$ cat config.mk
export PLATFORM = sky130hd
export DESIGN_NAME = eil_config_loader
export DESIGN_NICKNAME = d
export VERILOG_FILES = /design/src/verilog/eil_pkg.sv /design/src/verilog/eil_multi_pin.sv /design/src/verilog/eil_config_loader.sv
export VERILOG_INCLUDE_DIRS = /design/src /design/src/verilog
export SDC_FILE = /design/constraint.sdc
export NUM_CORES = 1
export LEC_CHECK = 0
export ABC_AREA = 0
export ABC_CLOCK_PERIOD_IN_PS = 3100
export BUFFER_PORTS_ARGS = -buffer_cell sky130_fd_sc_hd__clkbuf_2
export CAP_MARGIN = 10
export CORE_AREA = 2 2 113 93
export CTS_CLUSTER_DIAMETER = 30
export DETAILED_ROUTE_END_ITERATION = 7
export DIE_AREA = 0 0 115 95
export PLACE_DENSITY = 0.84
export SYNTH_ARGS = -nofsm -noshare
export SYNTH_HDL_FRONTEND = slang
export SYNTH_SLANG_ARGS = --single-unit
$ cat constraint.sdc
create_clock -name ref_clk -period 3.1 [get_ports ref_clk]
set_input_delay 0.62 -clock ref_clk [delete_from_list [all_inputs] [get_ports ref_clk]]
set_output_delay 0.62 -clock ref_clk [all_outputs]
set_load 0.01 [all_outputs]
$ cat src/verilog/eil_defs.svh
`ifndef EIL_DEFS_SVH
`define EIL_DEFS_SVH
// divide ratio of the bus clock for the fetch serial clock
`define EIL_SCLK_DIV        256
`define EIL_SCLK_HALF       8'h7f
// microwire read command: start bit, opcode 10
`define EIL_CMD_READ        3'b110
`define EIL_CMD_BITS        3
`define EIL_ADDR_BITS       6
`define EIL_WORD_BITS       16
`define EIL_WORDS           4
// fixed identifiers presented when no memory is sensed
`define EIL_DEF_VENDOR      16'h0000
`define EIL_DEF_MODEL       16'h0000
`define EIL_DEF_SUBVENDOR   16'h0000
`define EIL_DEF_SUBMODEL    16'h0000
// control word bit positions, modem control infrared bit, channel and pin counts
`define EIL_CTL_CLK         0
`define EIL_CTL_SEL         1
`define EIL_CTL_WDATA       2
`define EIL_MCR_IR_BIT      6
`define EIL_CHANNELS        8
`define EIL_PINS            8
`endif

$ cat src/verilog/eil_pkg.sv
package eil_pkg;
    typedef enum logic [5:0] {
        EIL_SENSE = 6'b00_0001,
        EIL_CMD   = 6'b00_0010,
        EIL_ADDR  = 6'b00_0100,
        EIL_DATA  = 6'b00_1000,
        EIL_GAP   = 6'b01_0000,
        EIL_DONE  = 6'b10_0000
    } eil_state_e;
    typedef logic [15:0] eil_word_t;
endpackage

$ cat src/verilog/eil_multi_pin.sv
`timescale 1ns/10ps
`default_nettype none
`include "eil_defs.svh"
module eil_multi_pin #(
    parameter int PINS = `EIL_PINS
) (
    input  wire logic [PINS-1:0] multiPinSelect,
    input  wire logic [PINS-1:0] multiPinLevel,
    input  wire logic [PINS-1:0] multiPinInvert,
    input  wire logic [PINS-1:0] multiPinTristate,
    input  wire logic [PINS-1:0] multiPinIrqEnable,
    input  wire logic [PINS-1:0] multiPinIn,
    output logic      [PINS-1:0] multiPinOut,
    output logic      [PINS-1:0] multiPinOe_n,
    output logic      [PINS-1:0] multiPinState,
    output logic      [PINS-1:0] multiPinIrq
);
    // =====================================
    // per-pin configuration
    genvar i;
    generate
        for (i = 0; i < PINS; i++) begin : g_pin
            // select high makes the pin an input; tristate floats an output
            assign multiPinOut[i]   = multiPinLevel[i];
            assign multiPinOe_n[i]  = multiPinSelect[i] | multiPinTristate[i];
            assign multiPinState[i] = multiPinIn[i] ^ multiPinInvert[i];
            assign multiPinIrq[i]   = multiPinSelect[i] & multiPinIrqEnable[i]
                                      & multiPinState[i];
        end
    endgenerate
endmodule
`default_nettype wire

$ cat src/verilog/eil_config_loader.sv
`timescale 1ns/10ps
`default_nettype none
`include "eil_defs.svh"
// Functional notes
// - the fetch clocks the memory at the bus clock divided by 256.
// - outside the fetch software drives the memory clock level directly.
// - software raises and drops the memory select by a control bit.
// - software sets the write data and reads the read data line.
// - the select line level at power-up decides if a memory is present.
// - the infrared strap is sampled at power-up, bus reset and soft reset.
// - the sampled strap goes to modem control bit 6 of all eight channels.
// - each multipurpose pin is set by select, level, invert, tristate, irq bits.
// - memory contents serve only the four identifiers in configuration space.
// - the block works without a memory when auto configuration is unneeded.
module eil_config_loader #(
    parameter int CHANNELS = `EIL_CHANNELS,
    parameter int PINS     = `EIL_PINS
) (
    input  wire logic                ref_clk,
    input  wire logic                resetn,
    input  wire logic                softReset,
    input  wire logic [2:0]          eepromControlReg,
    input  wire logic                eepromControlWrite,
    output logic      [3:0]          eepromControlRead,
    output logic                     eepromSerialClock,
    output logic                     eepromSelect,
    output logic                     eepromSelectOe_n,
    input  wire logic                eepromSelectIn,
    output logic                     eepromWriteData,
    input  wire logic                eepromReadData,
    input  wire logic                infraredStartStrap,
    output logic      [CHANNELS-1:0] modemControlIr,
    output logic                     fetchBusy,
    output logic                     eepromPresent,
    output eil_pkg::eil_word_t       vendorId,
    output eil_pkg::eil_word_t       modelId,
    output eil_pkg::eil_word_t       subVendorId,
    output eil_pkg::eil_word_t       subModelId,
    input  wire logic [PINS-1:0]     multiPinSelect,
    input  wire logic [PINS-1:0]     multiPinLevel,
    input  wire logic [PINS-1:0]     multiPinInvert,
    input  wire logic [PINS-1:0]     multiPinTristate,
    input  wire logic [PINS-1:0]     multiPinIrqEnable,
    input  wire logic [PINS-1:0]     multiPinIn,
    output logic      [PINS-1:0]     multiPinOut,
    output logic      [PINS-1:0]     multiPinOe_n,
    output logic      [PINS-1:0]     multiPinState,
    output logic      [PINS-1:0]     multiPinIrq
);
    import eil_pkg::*;

    // =====================================
    // serial clock divider
    logic [7:0] divCount;
    logic       sclkRise;
    logic       sclkFall;
    logic       fetchClk;

    always_ff @(posedge ref_clk or negedge resetn) begin
        if (!resetn) begin
            divCount <= 8'h00;
        end else begin
            divCount <= divCount + 8'h01;
        end
    end
    // one full serial period spans 256 bus clocks
    assign sclkRise = (divCount == `EIL_SCLK_HALF);
    assign sclkFall = (divCount == 8'(`EIL_SCLK_DIV - 1));

    // =====================================
    // fetch sequencer
    eil_state_e state;
    logic [4:0] bitCount;
    logic [1:0] wordIndex;
    logic [15:0] shiftIn;
    logic        started;
    logic [2:0]  cmdBits;
    logic [5:0]  addrBits;

    assign cmdBits  = `EIL_CMD_READ;
    assign addrBits = {4'h0, wordIndex};

    always_ff @(posedge ref_clk or negedge resetn) begin
        if (!resetn) begin
            state     <= EIL_SENSE;
            bitCount  <= 5'h00;
            wordIndex <= 2'h0;
            shiftIn   <= 16'h0000;
            fetchClk  <= 1'b0;
            started   <= 1'b0;
            eepromPresent <= 1'b0;
        end else if (sclkFall) begin
            fetchClk <= 1'b0;
            unique case (state)
                EIL_SENSE: begin
                    // pull-up on select reads high only when a memory is fitted
                    eepromPresent <= eepromSelectIn;
                    state    <= eepromSelectIn ? EIL_CMD : EIL_DONE;
                    bitCount <= 5'h00;
                end
                EIL_CMD: begin
                    started <= 1'b1;
                    if (started && bitCount == 5'(`EIL_CMD_BITS - 1)) begin
                        state    <= EIL_ADDR;
                        bitCount <= 5'h00;
                    end else if (started) begin
                        bitCount <= bitCount + 5'h01;
                    end
                end
                EIL_ADDR: begin
                    if (bitCount == 5'(`EIL_ADDR_BITS - 1)) begin
                        state    <= EIL_DATA;
                        bitCount <= 5'h00;
                    end else begin
                        bitCount <= bitCount + 5'h01;
                    end
                end
                EIL_DATA: begin
                    if (bitCount == 5'(`EIL_WORD_BITS)) begin
                        state    <= EIL_GAP;
                        bitCount <= 5'h00;
                    end else begin
                        bitCount <= bitCount + 5'h01;
                    end
                end
                EIL_GAP: begin
                    started   <= 1'b0;
                    wordIndex <= wordIndex + 2'h1;
                    state     <= (wordIndex == 2'(`EIL_WORDS - 1)) ? EIL_DONE : EIL_CMD;
                end
                EIL_DONE: begin
                    state <= EIL_DONE;
                end
            endcase
        end else if (sclkRise && (state == EIL_CMD || state == EIL_ADDR
                                  || state == EIL_DATA) && started) begin
            fetchClk <= 1'b1;
            if (state == EIL_DATA && bitCount != 5'h00) begin
                shiftIn <= {shiftIn[14:0], eepromReadData};
            end
        end
    end

    // identifiers: defaults until a word lands, only ids taken from memory
    always_ff @(posedge ref_clk or negedge resetn) begin
        if (!resetn) begin
            vendorId    <= `EIL_DEF_VENDOR;
            modelId     <= `EIL_DEF_MODEL;
            subVendorId <= `EIL_DEF_SUBVENDOR;
            subModelId  <= `EIL_DEF_SUBMODEL;
        end else if (sclkFall && state == EIL_GAP) begin
            unique case (wordIndex)
                2'h0: vendorId    <= shiftIn;
                2'h1: modelId     <= shiftIn;
                2'h2: subVendorId <= shiftIn;
                2'h3: subModelId  <= shiftIn;
            endcase
        end
    end

    assign fetchBusy = (state != EIL_DONE);

    // =====================================
    // software bit-bang control
    logic [2:0] swControl;

    always_ff @(posedge ref_clk or negedge resetn) begin
        if (!resetn) begin
            swControl <= 3'b000;
        end else if (eepromControlWrite && !fetchBusy) begin
            // writes during the fetch are dropped so they cannot corrupt it
            swControl <= eepromControlReg;
        end
    end

    always_ff @(posedge ref_clk or negedge resetn) begin
        if (!resetn) begin
            eepromSerialClock <= 1'b0;
            eepromSelect      <= 1'b0;
            eepromWriteData   <= 1'b0;
        end else if (fetchBusy) begin
            eepromSerialClock <= fetchClk;
            eepromSelect      <= started;
            unique case (state)
                EIL_CMD:  eepromWriteData <= cmdBits[2'(`EIL_CMD_BITS - 1) - bitCount[1:0]];
                EIL_ADDR: eepromWriteData <= addrBits[3'(`EIL_ADDR_BITS - 1) - bitCount[2:0]];
                default:  eepromWriteData <= 1'b0;
            endcase
        end else begin
            eepromSerialClock <= swControl[`EIL_CTL_CLK];
            eepromSelect      <= swControl[`EIL_CTL_SEL];
            eepromWriteData   <= swControl[`EIL_CTL_WDATA];
        end
    end

    // select floats during sensing so the external pull-up sets the level
    assign eepromSelectOe_n  = (state == EIL_SENSE);
    assign eepromControlRead = {eepromReadData, swControl};

    // =====================================
    // infrared strap sampling
    logic strapPending;
    logic strapSampled;

    always_ff @(posedge ref_clk or negedge resetn) begin
        if (!resetn) begin
            strapPending <= 1'b1;
            strapSampled <= 1'b0;
        end else if (strapPending || softReset) begin
            strapSampled <= infraredStartStrap;
            strapPending <= 1'b0;
        end
    end

    assign modemControlIr = {CHANNELS{strapSampled}};

    // =====================================
    // multipurpose pins
    eil_multi_pin #(
        .PINS (PINS)
    ) u_multi_pin (
        .multiPinSelect    (multiPinSelect),
        .multiPinLevel     (multiPinLevel),
        .multiPinInvert    (multiPinInvert),
        .multiPinTristate  (multiPinTristate),
        .multiPinIrqEnable (multiPinIrqEnable),
        .multiPinIn        (multiPinIn),
        .multiPinOut       (multiPinOut),
        .multiPinOe_n      (multiPinOe_n),
        .multiPinState     (multiPinState),
        .multiPinIrq       (multiPinIrq)
    );
endmodule
`default_nettype wire

==> results of run 1 <==
## state kept, by name, summed over array words and instances, names as in the netlist
name / count
subModelId: 16
eepromSerialClock: 1
fetchClk: 1
strapPending: 1
eepromPresent: 1
wordIndex: 2
eepromWriteData: 1
divCount: 8
vendorId: 16
modelId: 16
state: 6
eepromSelect: 1
bitCount: 5
shiftIn: 16
started: 1
subVendorId: 16
strapSampled: 1
swControl: 3
## cell usage after synthesis (all sizes together) (2+ instances only)
master,count,area share
nor4,2,0.0036
xnor2,4,0.0067
dfrtp,110,0.53
nand2,24,0.031
nor2b,2,0.0029
mux2i,3,0.0057
xor2,14,0.023
nor2,11,0.0079
o31ai,2,0.0038
a21oi,2,0.0019
or2,9,0.011
a2bb2oi,2,0.0033
o221ai,2,0.0033
ha,10,0.024
a22o,2,0.0033
and3,9,0.011
dfstp,2,0.010
nor4b,2,0.0033
mux2,87,0.22
o21ai,5,0.0048
inv,10,0.0072
nor3,3,0.0060
buf,24,0.047
nand3,8,0.0086
nand4,3,0.0036
## power breakdown
part | switching (mW) | total [mW] | internal (mW)
combinational | 0.0719 | 0.130 | 0.0577
sequential | 0.00350 | 1.47 | 1.46
clock | 0.542 | 1.18 | 0.642
## worst register-to-register path, delay by kind of cell (launching register included)
family | cells | cell delay (ns)
DFF | 1 | 0.45
muxes | 1 | 0.44
and+or+nand+nor | 4 | 1.21
## metal layers
layer / vias to the layer above / global-route usage / wire length [um] / share of wire
li1: 1548 / - / - / -
met1: 1719 / 0.2801 / 4739 / 0.43
met2: 131 / 0.3363 / 5345 / 0.48
met3: 30 / 0.04750 / 632 / 0.057
met4: 0 / 0.08133 / 311 / 0.028
met5: - / 0 / 0 / 0
## layout make-up
type | instances | area share
Sequential cell | 112 | 0.4482
Multi-Input combinational cell | 218 | 0.3429
Timing Repair Buffer | 158 | 0.1299
Clock buffer | 10 | 0.03659
Tap cell | 122 | 0.02439
Clock inverter | 6 | 0.01200
Inverter | 10 | 0.005998
## through the flow
stage                     instances  area (um2)  power, mW  hold WS [ns]  utilization
after floorplan                 364        5233      1.556        0.3244            -
after global placement          620        5954      1.625        0.4591       0.6009
after detailed placement        620        5954      1.628        0.4702       0.6009
after CTS                       636        6259      2.802        0.2087       0.6316
after global routing            636        6259      2.884        0.2150       0.6316
final                           636        6259      2.779        0.1952       0.6316
## final timing paths
kind	startpoint	end	slack, ns	cells after the start
max	state[2]	fetchBusy	0.87	3
min in group ref_clk	divCount[0]	divCount[0]	0.47	1
max in group asynchronous	resetn	strapPending	2.19	2
min reg2reg	divCount[0]	divCount[0]	0.47	1
max reg2reg	state[5]	shiftIn[7]	0.90	5
min	resetn	state[3]	0.20	1
## kinds of logic after synthesis
group                      after synthesis  share of synthesized area
adders and majority gates               10                    0.02391
DFF                                    112                     0.5361
and+or+nand+nor                         80                    0.09996
other                                    1                  0.0007167
buffers and inverters                   34                    0.05380
muxes                                   90                     0.2281
AOI/OAI and AO/OA                       19                    0.02726
xor gates and xnor gates                18                    0.03013
## cell usage in the layout (no fill, tap or decap), drive strengths merged, types with 2 or more instances in the layout
master     n
nor2b      2
xor2      14
or2        9
mux2      87
o21ai      5
buf        4
nor2      11
xnor2      4
clkbuf   164
inv       14
nor4       2
and3       9
o221ai     2
mux2i      3
a21oi      2
dfrtp    110
nand3      8
nor4b      2
dfstp      2
o31ai      2
ha        10
nand2     24
a22o       2
nand4      3
a2bb2oi    2
nor3       3
==> results list, run 1 <==
- The flow ran to the end, and the final reports show no timing, DRC or antenna violations.
- The wire-length estimate of the detail-placed layout is 7.801 mm.
- The critical path in this run is classified as flop to output pin.
- Synth Register Bits: approximately 110
- Setup violations remaining at the end of the flow were counted as 0.
* Post-place setup slack: slightly above 0.9 ns
* Sequential area share after synthesis: 0.5361
* Total number of H-tree levels: 3
- Across the whole layout, storage elements account for 2805 um2.
- WP data required: approximately 2.5 ns
- Setup total negative slack: 0 ns
- Most used flip-flop cell after synthesis: sky130_fd_sc_hd__dfrtp_1
* Synthesized instance count: about 360
* Setup slack of the critical path after layout: around 0.87 ns
* Max Fclk: about 450 MHz
- Largest fanout on the critical path: 7
- The later pin in the worst-skew pair is clocked with a latency of 0.35 ns.
- In the final design database the tool counted 577 nets.
- Slowest cell on the critical path: sky130_fd_sc_hd__dfrtp_1
* Antenna violation net count after detailed routing: 0
- STA puts the critical path data arrival time at roughly 1.6 ns.
* Pleak: 3.486 nW
- Global routing finished with a remaining overflow of 0.
* Warning count from the yosys run: 0
* Synth cell types: 50
- In this run the deepest clock path goes through 2 buffers.
* Type of the most critical hold path: input port to async pin
* Syn avg cell area: 14.38 um2
* Worst Max-Slew Pin Slew: just under 0.6 ns
- Share of final-layout standard cells stronger than drive strength 1: 0.5506
- The number of endpoints with negative hold slack in the final report came to 0.
* Initial antenna violation count: 0
- about 170 I/O pins were placed.
- CP delay by family, top: simple AND/OR/NAND/NOR gates
- TritonCTS built the clock tree.
* Count of clock tree sinks: roughly 110
- Ordered list of cells on the worst path: nor2_1 > nand4_1 > clkbuf_2
- The filler cells instantiated in the layout total a little over 700.
* CTS-repair resized insts: 0
* Global-route wire length before repair: ~18 mm
- Worst-path clk slew: about 0.070 ns
* Number of global-route vias before repair: 3358
- Routed len/inst: between 15 and 20 um
* Floorplan die area: between 10000 and 15000 um2
- The die is about 120 um wide.
- In this run the cell area of the synthesized design comes to roughly 5200 um2.
- Together, buffers and inverters on the worst path number 1.
- Starting DRC count in detailed routing: ~120
- In this run the clock root is driven by a sky130_fd_sc_hd__clkbuf_16.
- Delay of the slowest cell on the worst path: approximately 0.44 ns
- The initial utilization of the core area, before any placement, comes to 0.5280.
- Across the run, the number of max-cap violations was 0.
- VDD sags by at most 250.6 uV.
- In the finished design, the share of the clock period the worst path needs comes to 0.7189.
* PortBufs: 155
- Total Routing Usage GR: 0.2097
- Clock buffers created by TritonCTS: 9
- Compared with the post-synthesis result, the final layout area differs by 19.61%.
* Core box area: 9910 um2
- Ratio of routed vias to standard cells: between 5 and 6
- Multi-input gate area: 2146 um2
- Total length of routed wires: ~11 mm
- RSZ-0062 raised after global routing: false
- Cell area power density: approximately 440 nW/um2
* Count of inserted antenna diode cells: 0
* Pin count of the biggest net entering global routing: between 60 and 70
* Row Count: 33
* Final critical-path required period: roughly 2.2 ns
- For the final database, setup skew stands at roughly 0.0095 ns.
* Share of synthesized registers carrying an async set or reset: 1.000
* Startpoint kind of the worst setup timing path: flop
- The synthesized design contains 0 enable-type register cells.
- # Post-CTS Setup Buffers: 0
* Net count after synthesis: 432
- The detailed router placed about 3400 vias in this run.
* Number of buffers added to fix hold violations after cts: 0
- The congestion estimate from routability-driven global placement came to ~0.83.
- Max-Slew Margin vs Limit: 0.6089
- Height of the chip: approximately 95 um
* Element type at the critical path end: output pin
- Before antenna repair, the detailed router went through 4 iterations.
- In the routed design, unresolved DRC markers number 0.
* Max-slew violation count: 0
Note: power is estimated with default switching activity, not from simulation.
==> run 2, diff against run 1 <==
--- a/config.mk
+++ b/config.mk
@@ -7,14 +7,14 @@
 export NUM_CORES = 1
 export LEC_CHECK = 0
 export ABC_AREA = 0
-export ABC_CLOCK_PERIOD_IN_PS = 3100
+export ABC_CLOCK_PERIOD_IN_PS = 2220
 export BUFFER_PORTS_ARGS = -buffer_cell sky130_fd_sc_hd__clkbuf_2
 export CAP_MARGIN = 10
-export CORE_AREA = 2 2 113 93
+export CORE_AREA = 2 2 117 96
 export CTS_CLUSTER_DIAMETER = 30
 export DETAILED_ROUTE_END_ITERATION = 7
-export DIE_AREA = 0 0 115 95
-export PLACE_DENSITY = 0.84
+export DIE_AREA = 0 0 119 98
+export PLACE_DENSITY = 0.79
 export SYNTH_ARGS = -nofsm -noshare
 export SYNTH_HDL_FRONTEND = slang
 export SYNTH_SLANG_ARGS = --single-unit
==> constraint.sdc (replaced) <==
create_clock -name ref_clk -period 2.22 [get_ports ref_clk]
set_input_delay 0.444 -clock ref_clk [delete_from_list [all_inputs] [get_ports ref_clk]]
set_output_delay 0.444 -clock ref_clk [all_outputs]
set_load 0.01 [all_outputs]
==> run 2 against run 1 <==
  * Register-to-register slack worse by 0.71 ns
  * Combinational power rose by 39%
  * First-iteration DRC count shrank 1.7%
  * Worst setup slack got worse by 0.76 ns
  * Flip-flop and latch count unchanged
  * Highest routed layer unchanged
==> results list, run 2 (synthesis results as in run 1) <==
- The run finished with clean final reports.
- Clock latency on the worst-skew pair: 0.34 ns (about the same)
* Data arrival, critical path: 1.66 ns (+0.05 ns)
* Drc violations: 0 (unchanged)
- Height of the chip: 98 um (+3.2%)
* Total Routing Usage GR: 0.1812 (-0.02853)
* Type of the most critical hold path: input port to async pin
* VDD IR-drop max: 437.8 uV (+75%)
- Final hold slack: 0.05472 ns (-0.1405 ns)
- The number of iterations in the first detailed-routing pass is 4 (unchanged).
- Total number of vias: 3377 (-1.5%)
- The average detailed-routed wire length per instance came to 15.62 um (-9.9%).
- Number of max-cap violations: 0 (unchanged)
- Clock buffers created by TritonCTS: 9 (unchanged)
* Start-to-end type of the worst setup path: flop to output pin
- Crit share post-route: 0.9476
- Master cell of the clock root buffer: sky130_fd_sc_hd__clkbuf_16
* I/O pins: 172 (unchanged)
- Derived from the worst setup path, the maximum achievable clock frequency is roughly 480 MHz.
* Slowest cell on the critical path: sky130_fd_sc_hd__dfrtp_1
* Final hold vios: 0 (unchanged)
- The normalized max-slew margin is 0.6087 (about the same).
- Max-slew violation count: 0 (unchanged)
* Initial antenna violation count: 0 (unchanged)
* Max Root-Sink Buffers: 2 (unchanged)
- Largest fanout on the critical path: 7 (unchanged)
* Layout overhead on the synthesized area: 20.54%
* Ordered list of cells on the worst path: nor2_1 > nand4_1 > clkbuf_2
- Number of cells on the critical path: 3 (unchanged)
* CP delay by family, top: simple AND/OR/NAND/NOR gates
- The average vias per placed instance was 5.109 (-5.2%).
- PortBufs: 155 (unchanged)
- Post-detail-place hpwl: 7.535 mm (-3.4%)
* Worst-path clk slew: 0.07 ns (about the same)
- Leaving out fill and tap cells, the most frequent cells in the layout are sky130_fd_sc_hd__clkbuf_2, sky130_fd_sc_hd__dfrtp_1, sky130_fd_sc_hd__mux2_4, sky130_fd_sc_hd__mux2_2, sky130_fd_sc_hd__nand2_1.
* Critical path buffer and inverter count: 1 (unchanged)
* Core Util, Final: 0.5954 (-0.03612)
* Pleak: 3.500 nW (+0.39%)
- Element type at the critical path end: output pin
- Pin count of the biggest net entering global routing: 49 (-20%)
* Worst r2r path cells: 5 (unchanged)
- Clock tree from TritonCTS: yes
- Total length of routed wires: 10.33 mm (-6.4%)
- The number of global-route vias before repair came to 3376 (+0.54%).
* Initial standard-cell utilization of the core: 0.4940 (-0.03405)
- Number of buffers added to fix hold violations after cts: 0 (unchanged)
- Startpoint kind of the worst setup timing path: flop
- The width of the die came to 119 um (+3.5%).
- Floorplan die area: 11660 um2 (+6.7%)
- The count of endpoints failing setup in the final report came to 0 (unchanged).
* Setup total negative slack: 0 ns (unchanged)
- Final critical-path required period: 2.104 ns
- RSZ-0062 raised after global routing: false
* Core box area: 10590 um2 (+6.9%)
- Delay of the slowest cell on the worst path: 0.44 ns (about the same)
- # Post-CTS Setup Buffers: 0 (unchanged)
- Count of inserted antenna diode cells: 0 (unchanged)
- The routability-driven placement congestion ratio is 0.8496 (+2.8%).
- Global-route wire length before repair: 16.64 mm (-5.0%)
* Cell area power density: 593.8 nW/um2 (+34%)
* Count of clock tree sinks: 112 (unchanged)
* Most common cell after layout, fill and taps aside: sky130_fd_sc_hd__clkbuf_2
- The measured slew at the worst slew-check pin came to 0.5870 ns (+0.002446 ns).
- Share of final-layout standard cells stronger than drive strength 1: 0.5551 (+0.004542)
- Largest clock skew in the final design: 0.005778 ns (-0.003682 ns)
- Antenna violation net count after detailed routing: 0 (unchanged)
- The detailed router's first-iteration violation count is 117 (-1.7%).
- The number of placement rows is 34 (+3.0%).
- CTS-repair resized insts: 0 (unchanged)
- The number of nets in the finished design is 581 (+0.69%).
- Total number of H-tree levels: 3 (unchanged)
- The data required time of the critical path is 1.78 ns (-0.70 ns).
* Global-route congestion overflow total: 0 (unchanged)
## run 2: changes by cell type in the layout (fill, tap and decap cells not counted), sizes merged
cell	change
clkinv	+3
inv	-4
buf	+4
clkbuf	+1
bufinv	-1
## run 2: stage by stage
step	instance area, um2	power (mW)	std cells	setup slack, ns
after floorplan	5233	2.173	364	0.2745
after detailed placement	6025	2.273	646	0.2287
final	6307	3.745	661	0.1163
after CTS	6307	3.788	661	0.1231
after global routing	6307	3.887	661	0.01852
after global placement	6025	2.268	646	0.2913
## run 2: area by class of cell
class,instances,area [um2]
Fill cell,825,4285
Sequential cell,112,2805
Multi-Input combinational cell,218,2146
Timing Repair Buffer,162,855.8
Clock buffer,11,252.7
Tap cell,144,180.2
Inverter,10,37.54
Clock inverter,4,30.03
## run 2: path summary, 6_finish.rpt
kind | startpoint | to | slack, ns
setup / recovery | state[2] | fetchBusy | 0.12
hold / removal | resetn | subModelId[1] | 0.05
setup reg to reg | state[5] | state[2] | 0.19
hold reg to reg | fetchClk | eepromSerialClock | 0.48
max in group asynchronous | resetn | shiftIn[5] | 1.41
min in group ref_clk | eepromControlReg[0] | swControl[0] | 0.33
## run 2: report_power, final
part,leakage (nW),switching (mW),internal [mW]
sequential,1.52,0.00445,2.04
clock,0.138,0.698,0.818
combinational,1.84,0.101,0.0806
total,3.50,0.803,2.94
## run 2: worst reg2reg max path, delay by kind of cell (launching register included)
family | cells | cell delay (ns)
AND/OR/NAND/NOR | 3 | 0.73
flip-flops | 1 | 0.45
AO/OA/AOI/OAI | 1 | 0.38
multiplexers | 1 | 0.35
## run 2: per-layer routing
metal  GRT usage  vias up  part of all wire
met1      0.2308     1668              0.43
li1            -     1559                 -
met4     0.05861        0             0.018
met2      0.3055      132              0.49
met3     0.04556       18             0.058
met5           0        -                 0
==> run 3, diff against run 2 <==
--- a/config.mk
+++ b/config.mk
@@ -10,10 +10,10 @@
 export ABC_CLOCK_PERIOD_IN_PS = 2220
 export BUFFER_PORTS_ARGS = -buffer_cell sky130_fd_sc_hd__clkbuf_2
 export CAP_MARGIN = 10
-export CORE_AREA = 2 2 117 96
+export CORE_AREA = 2 2 110 102
 export CTS_CLUSTER_DIAMETER = 30
 export DETAILED_ROUTE_END_ITERATION = 7
-export DIE_AREA = 0 0 119 98
+export DIE_AREA = 0 0 112 104
 export PLACE_DENSITY = 0.79
 export SYNTH_ARGS = -nofsm -noshare
 export SYNTH_HDL_FRONTEND = slang
==> run 3 against run 2 <==
  * Routed wire length is 2.1% higher
  * Critical path type is now flop to flop
  * Core utilization up 0.69 points
  * Final area rose by 0.65%
  * Critical path depth grew 2
  * First-iteration DRC count fell by 19%
  * Hold slack better by 0.050 ns
  * Clock skew increased by 0.0020 ns
  * Flip-flop and latch count unchanged
  * Register-to-register slack got worse by 0.09 ns
  * Global-route usage up 0.81 points
  * Combinational power barely moved
  * Sequential power about the same
==> results list, run 3 (synthesis results as in run 1) <==
- The flow ran to the end, and the final reports show no timing, DRC or antenna violations.
* Element type at the critical path end: flop
- The switching power share of the total came to 0.2100 (-0.004424).
- Largest fanout on the critical path: 7 (unchanged)
- Worst Max-Slew Pin Slew: 0.5875 ns (+0.0004774 ns)
* Routed len/inst: 16.15 um (+3.4%)
- Walking the worst path, the cells encountered are nor3_1 > nand3_1 > o221a_2 > nand2_2 > mux2_2.
- The antenna diode instance count was 0 (unchanged).
- The total of max-cap violations came to 0 (unchanged).
* Commonest cells after routing, fill and taps aside: sky130_fd_sc_hd__clkbuf_2, sky130_fd_sc_hd__dfrtp_1, sky130_fd_sc_hd__mux2_4, sky130_fd_sc_hd__mux2_2, sky130_fd_sc_hd__nand2_1
- Register-to-register path setup slack: 0.1 ns (-0.09 ns)
- CTS placed an instance of sky130_fd_sc_hd__clkbuf_16 at the clock tree root.
- Type of the most critical hold path: input port to async pin
* Total length of routed wires: 10.55 mm (+2.1%)
* Number of global-route vias before repair: 3429 (+1.6%)
- The via count was 3369 (-0.24%).
- The pre-CTS setup slack is 0.1683 ns (-0.06040 ns).
- The CTS clock-pin slew for the worst setup and hold paths was 0.07 ns (about the same).
* Floorplan die area: 11650 um2 (-0.12%)
* Initial antenna violation count: 0 (unchanged)
* Sw power: 0.8129 mW (+1.2%)
- Drc violations: 0 (unchanged)
- The leftover overflow at the end of global routing came to 0 (unchanged).
- The quantity of I/O buffers inserted on ports is 155 (unchanged).
* Clock buffers created by TritonCTS: 9 (unchanged)
- The critical path is of the flop to flop type.
- The highest clock frequency the design can meet is 471.6 MHz (-0.79%).
- The clock net sink count is 112 (unchanged).
* Clock tree from TritonCTS: yes
* # Post-CTS Setup Buffers: 0 (unchanged)
- The worst clock skew was 0.007732 ns (+0.001953 ns).
- The fill cell instance count of the final layout came to 843 (+2.2%).
- Final critical-path required period: 2.120 ns (+0.01671 ns)
- Ratio of routed vias to standard cells: 5.159 (+0.99%)
- Design internal power: 3.059 mW (+4.0%)
- Worst flop-to-flop path endpoint: state[2]
* VDD IR-drop max: 501.0 uV (+14%)
* Height of the chip: 104 um (+6.1%)
- Post-detail-place hpwl: 7.621 mm (+1.1%)
- CP delay by family, top: simple AND/OR/NAND/NOR gates
- Most common cell after layout, fill and taps aside: sky130_fd_sc_hd__clkbuf_2
* Crit share post-route: 0.9552 (+0.007528)
- Routability-driven placement congestion ratio: 0.9382 (+10%)
- The critical path starts at state[5].
- The instance area at placement is 6038 um2 (+0.23%).
* Share of final-layout standard cells stronger than drive strength 1: 0.5596 (+0.004490)
* Row Count: 36 (+5.9%)
* Final hold slack: 0.1045 ns (+0.04980 ns)
- Startpoint of the lowest-slack register-to-register path: state[5]
- The global-route usage over all layers came to 0.1894 (+0.008147).
- Setup total negative slack: 0 ns (unchanged)
- Sequential cell area: 2805 um2 (unchanged)
- The post-layout worst setup margin came to 0.09955 ns (-0.01671 ns).
- Among all stages on the critical path, the largest delay is contributed by sky130_fd_sc_hd__dfrtp_1.
* Initial standard-cell utilization of the core: 0.4964 (+0.002463)
- The width of the die was 112 um (-5.9%).
- Core box area: 10540 um2 (-0.50%)
- Pleak: 3.525 nW (+0.72%)
- The number of pins with negative max-slew slack in the final report came to 0 (unchanged).
* Worst r2r path cells: 5 (unchanged)
* Max-Slew Margin vs Limit: 0.6083 (about the same)
- Multi-input gate area: 2148 um2 (+0.12%)
- The areal power density over the cells was 609.8 nW/um2 (+2.7%).
* Delay of the slowest cell on the worst path: 0.46 ns (+0.02 ns)
* Starting DRC count in detailed routing: 95 (-19%)
- Clock latency on the worst-skew pair: 0.35 ns (about the same)
- Data arrival, critical path: 2.36 ns (+0.70 ns)
- Final hold vios: 0 (unchanged)
- Total number of H-tree levels: 3 (unchanged)
- Antenna violation net count after detailed routing: 0 (unchanged)
- The data required time of the critical path came to 2.46 ns (+0.68 ns).
- Pin count of the biggest net entering global routing: 44 (-10%)
- I/O pins: 172 (unchanged)
- The sum of internal, switching and leakage power was 3.871 mW (+3.4%).
* Power share of the sequential group: 0.529 (-0.018)
- Share of power burned in the clock network: 0.423 (+0.018)
* Nets: 583 (+0.34%)
- Startpoint kind of the worst setup timing path: flop
- Initial DRT Pass Iterations: 5 (+1)
- The count of endpoints failing setup in the final report was 0 (unchanged).
* RSZ-0062 raised after global routing: false
- The area growth from synthesis to layout is 21.33%.
* Global-route wire length before repair: 17.49 mm (+5.1%)
* Combinational cell fraction of total power: 0.048 (about the same)
* Max Root-Sink Buffers: 2 (unchanged)
* Cell area after layout: 6349 um2 (+0.65%)
- The buffers plus inverters on the worst setup path is 0 (-1).
-- run 3: cell count changes in the layout (fill, tap and decap cells not counted), sizes merged --
cell      delta
buf          +2
bufinv       +1
clkinv       -1
clkinvlp     +1
-- run 3: how the worst max path moves through the flow --
stage                endpoint  slack [ns]  cells past startpoint
2_1_floorplan  subModelId[10]        0.27                      8
3_3_place_gp         state[2]        0.30                      5
3_5_place_dp         state[2]        0.17                      5
4_1_cts             fetchBusy        0.03                      4
5_1_grt           bitCount[4]        0.01                      5
6_report             state[2]         0.1                      5
-- run 3: repair_timing --
item,CTS,global route
setup endpoints to repair,0,1
gates resized for setup,0,1
hold buffers,0,0
-- run 3: per-stage QoR --
stage	util	cells
floorplan	-	364
global route	0.6023	653
finish	0.6023	653
global placement	0.5729	637
CTS	0.6021	653
detailed placement	0.5729	637
-- run 3: power groups by stage --
| stage | combinational [mW] | clock [mW] | sequential, mW |
|---|---|---|---|
| finish | 0.184 | 1.64 | 2.05 |
| global route | 0.207 | 1.77 | 2.05 |
| CTS | 0.190 | 1.68 | 2.05 |
| detailed placement | 0.190 | 0 | 2.09 |
| global placement | 0.184 | 0 | 2.09 |
| floorplan | 0.0858 | 0 | 2.09 |
-- run 3: final cells by class --
cell class,instances,share of cell area
clock buffers,11,0.03981
flip-flops and latches,112,0.4419
repair buffers,164,0.1391
well taps,133,0.02621
clock inverters,5,0.008672
inverters,10,0.005912
multi-input cells,218,0.3384
-- run 3: layer usage --
| metal | GRT usage | vias up | share of wire |
|---|---|---|---|
| li1 | - | 1557 | - |
| met1 | 0.2378 | 1675 | 0.41 |
| met2 | 0.3104 | 116 | 0.50 |
| met3 | 0.06294 | 21 | 0.065 |
| met4 | 0.06272 | 0 | 0.017 |
| met5 | 0 | - | 0 |
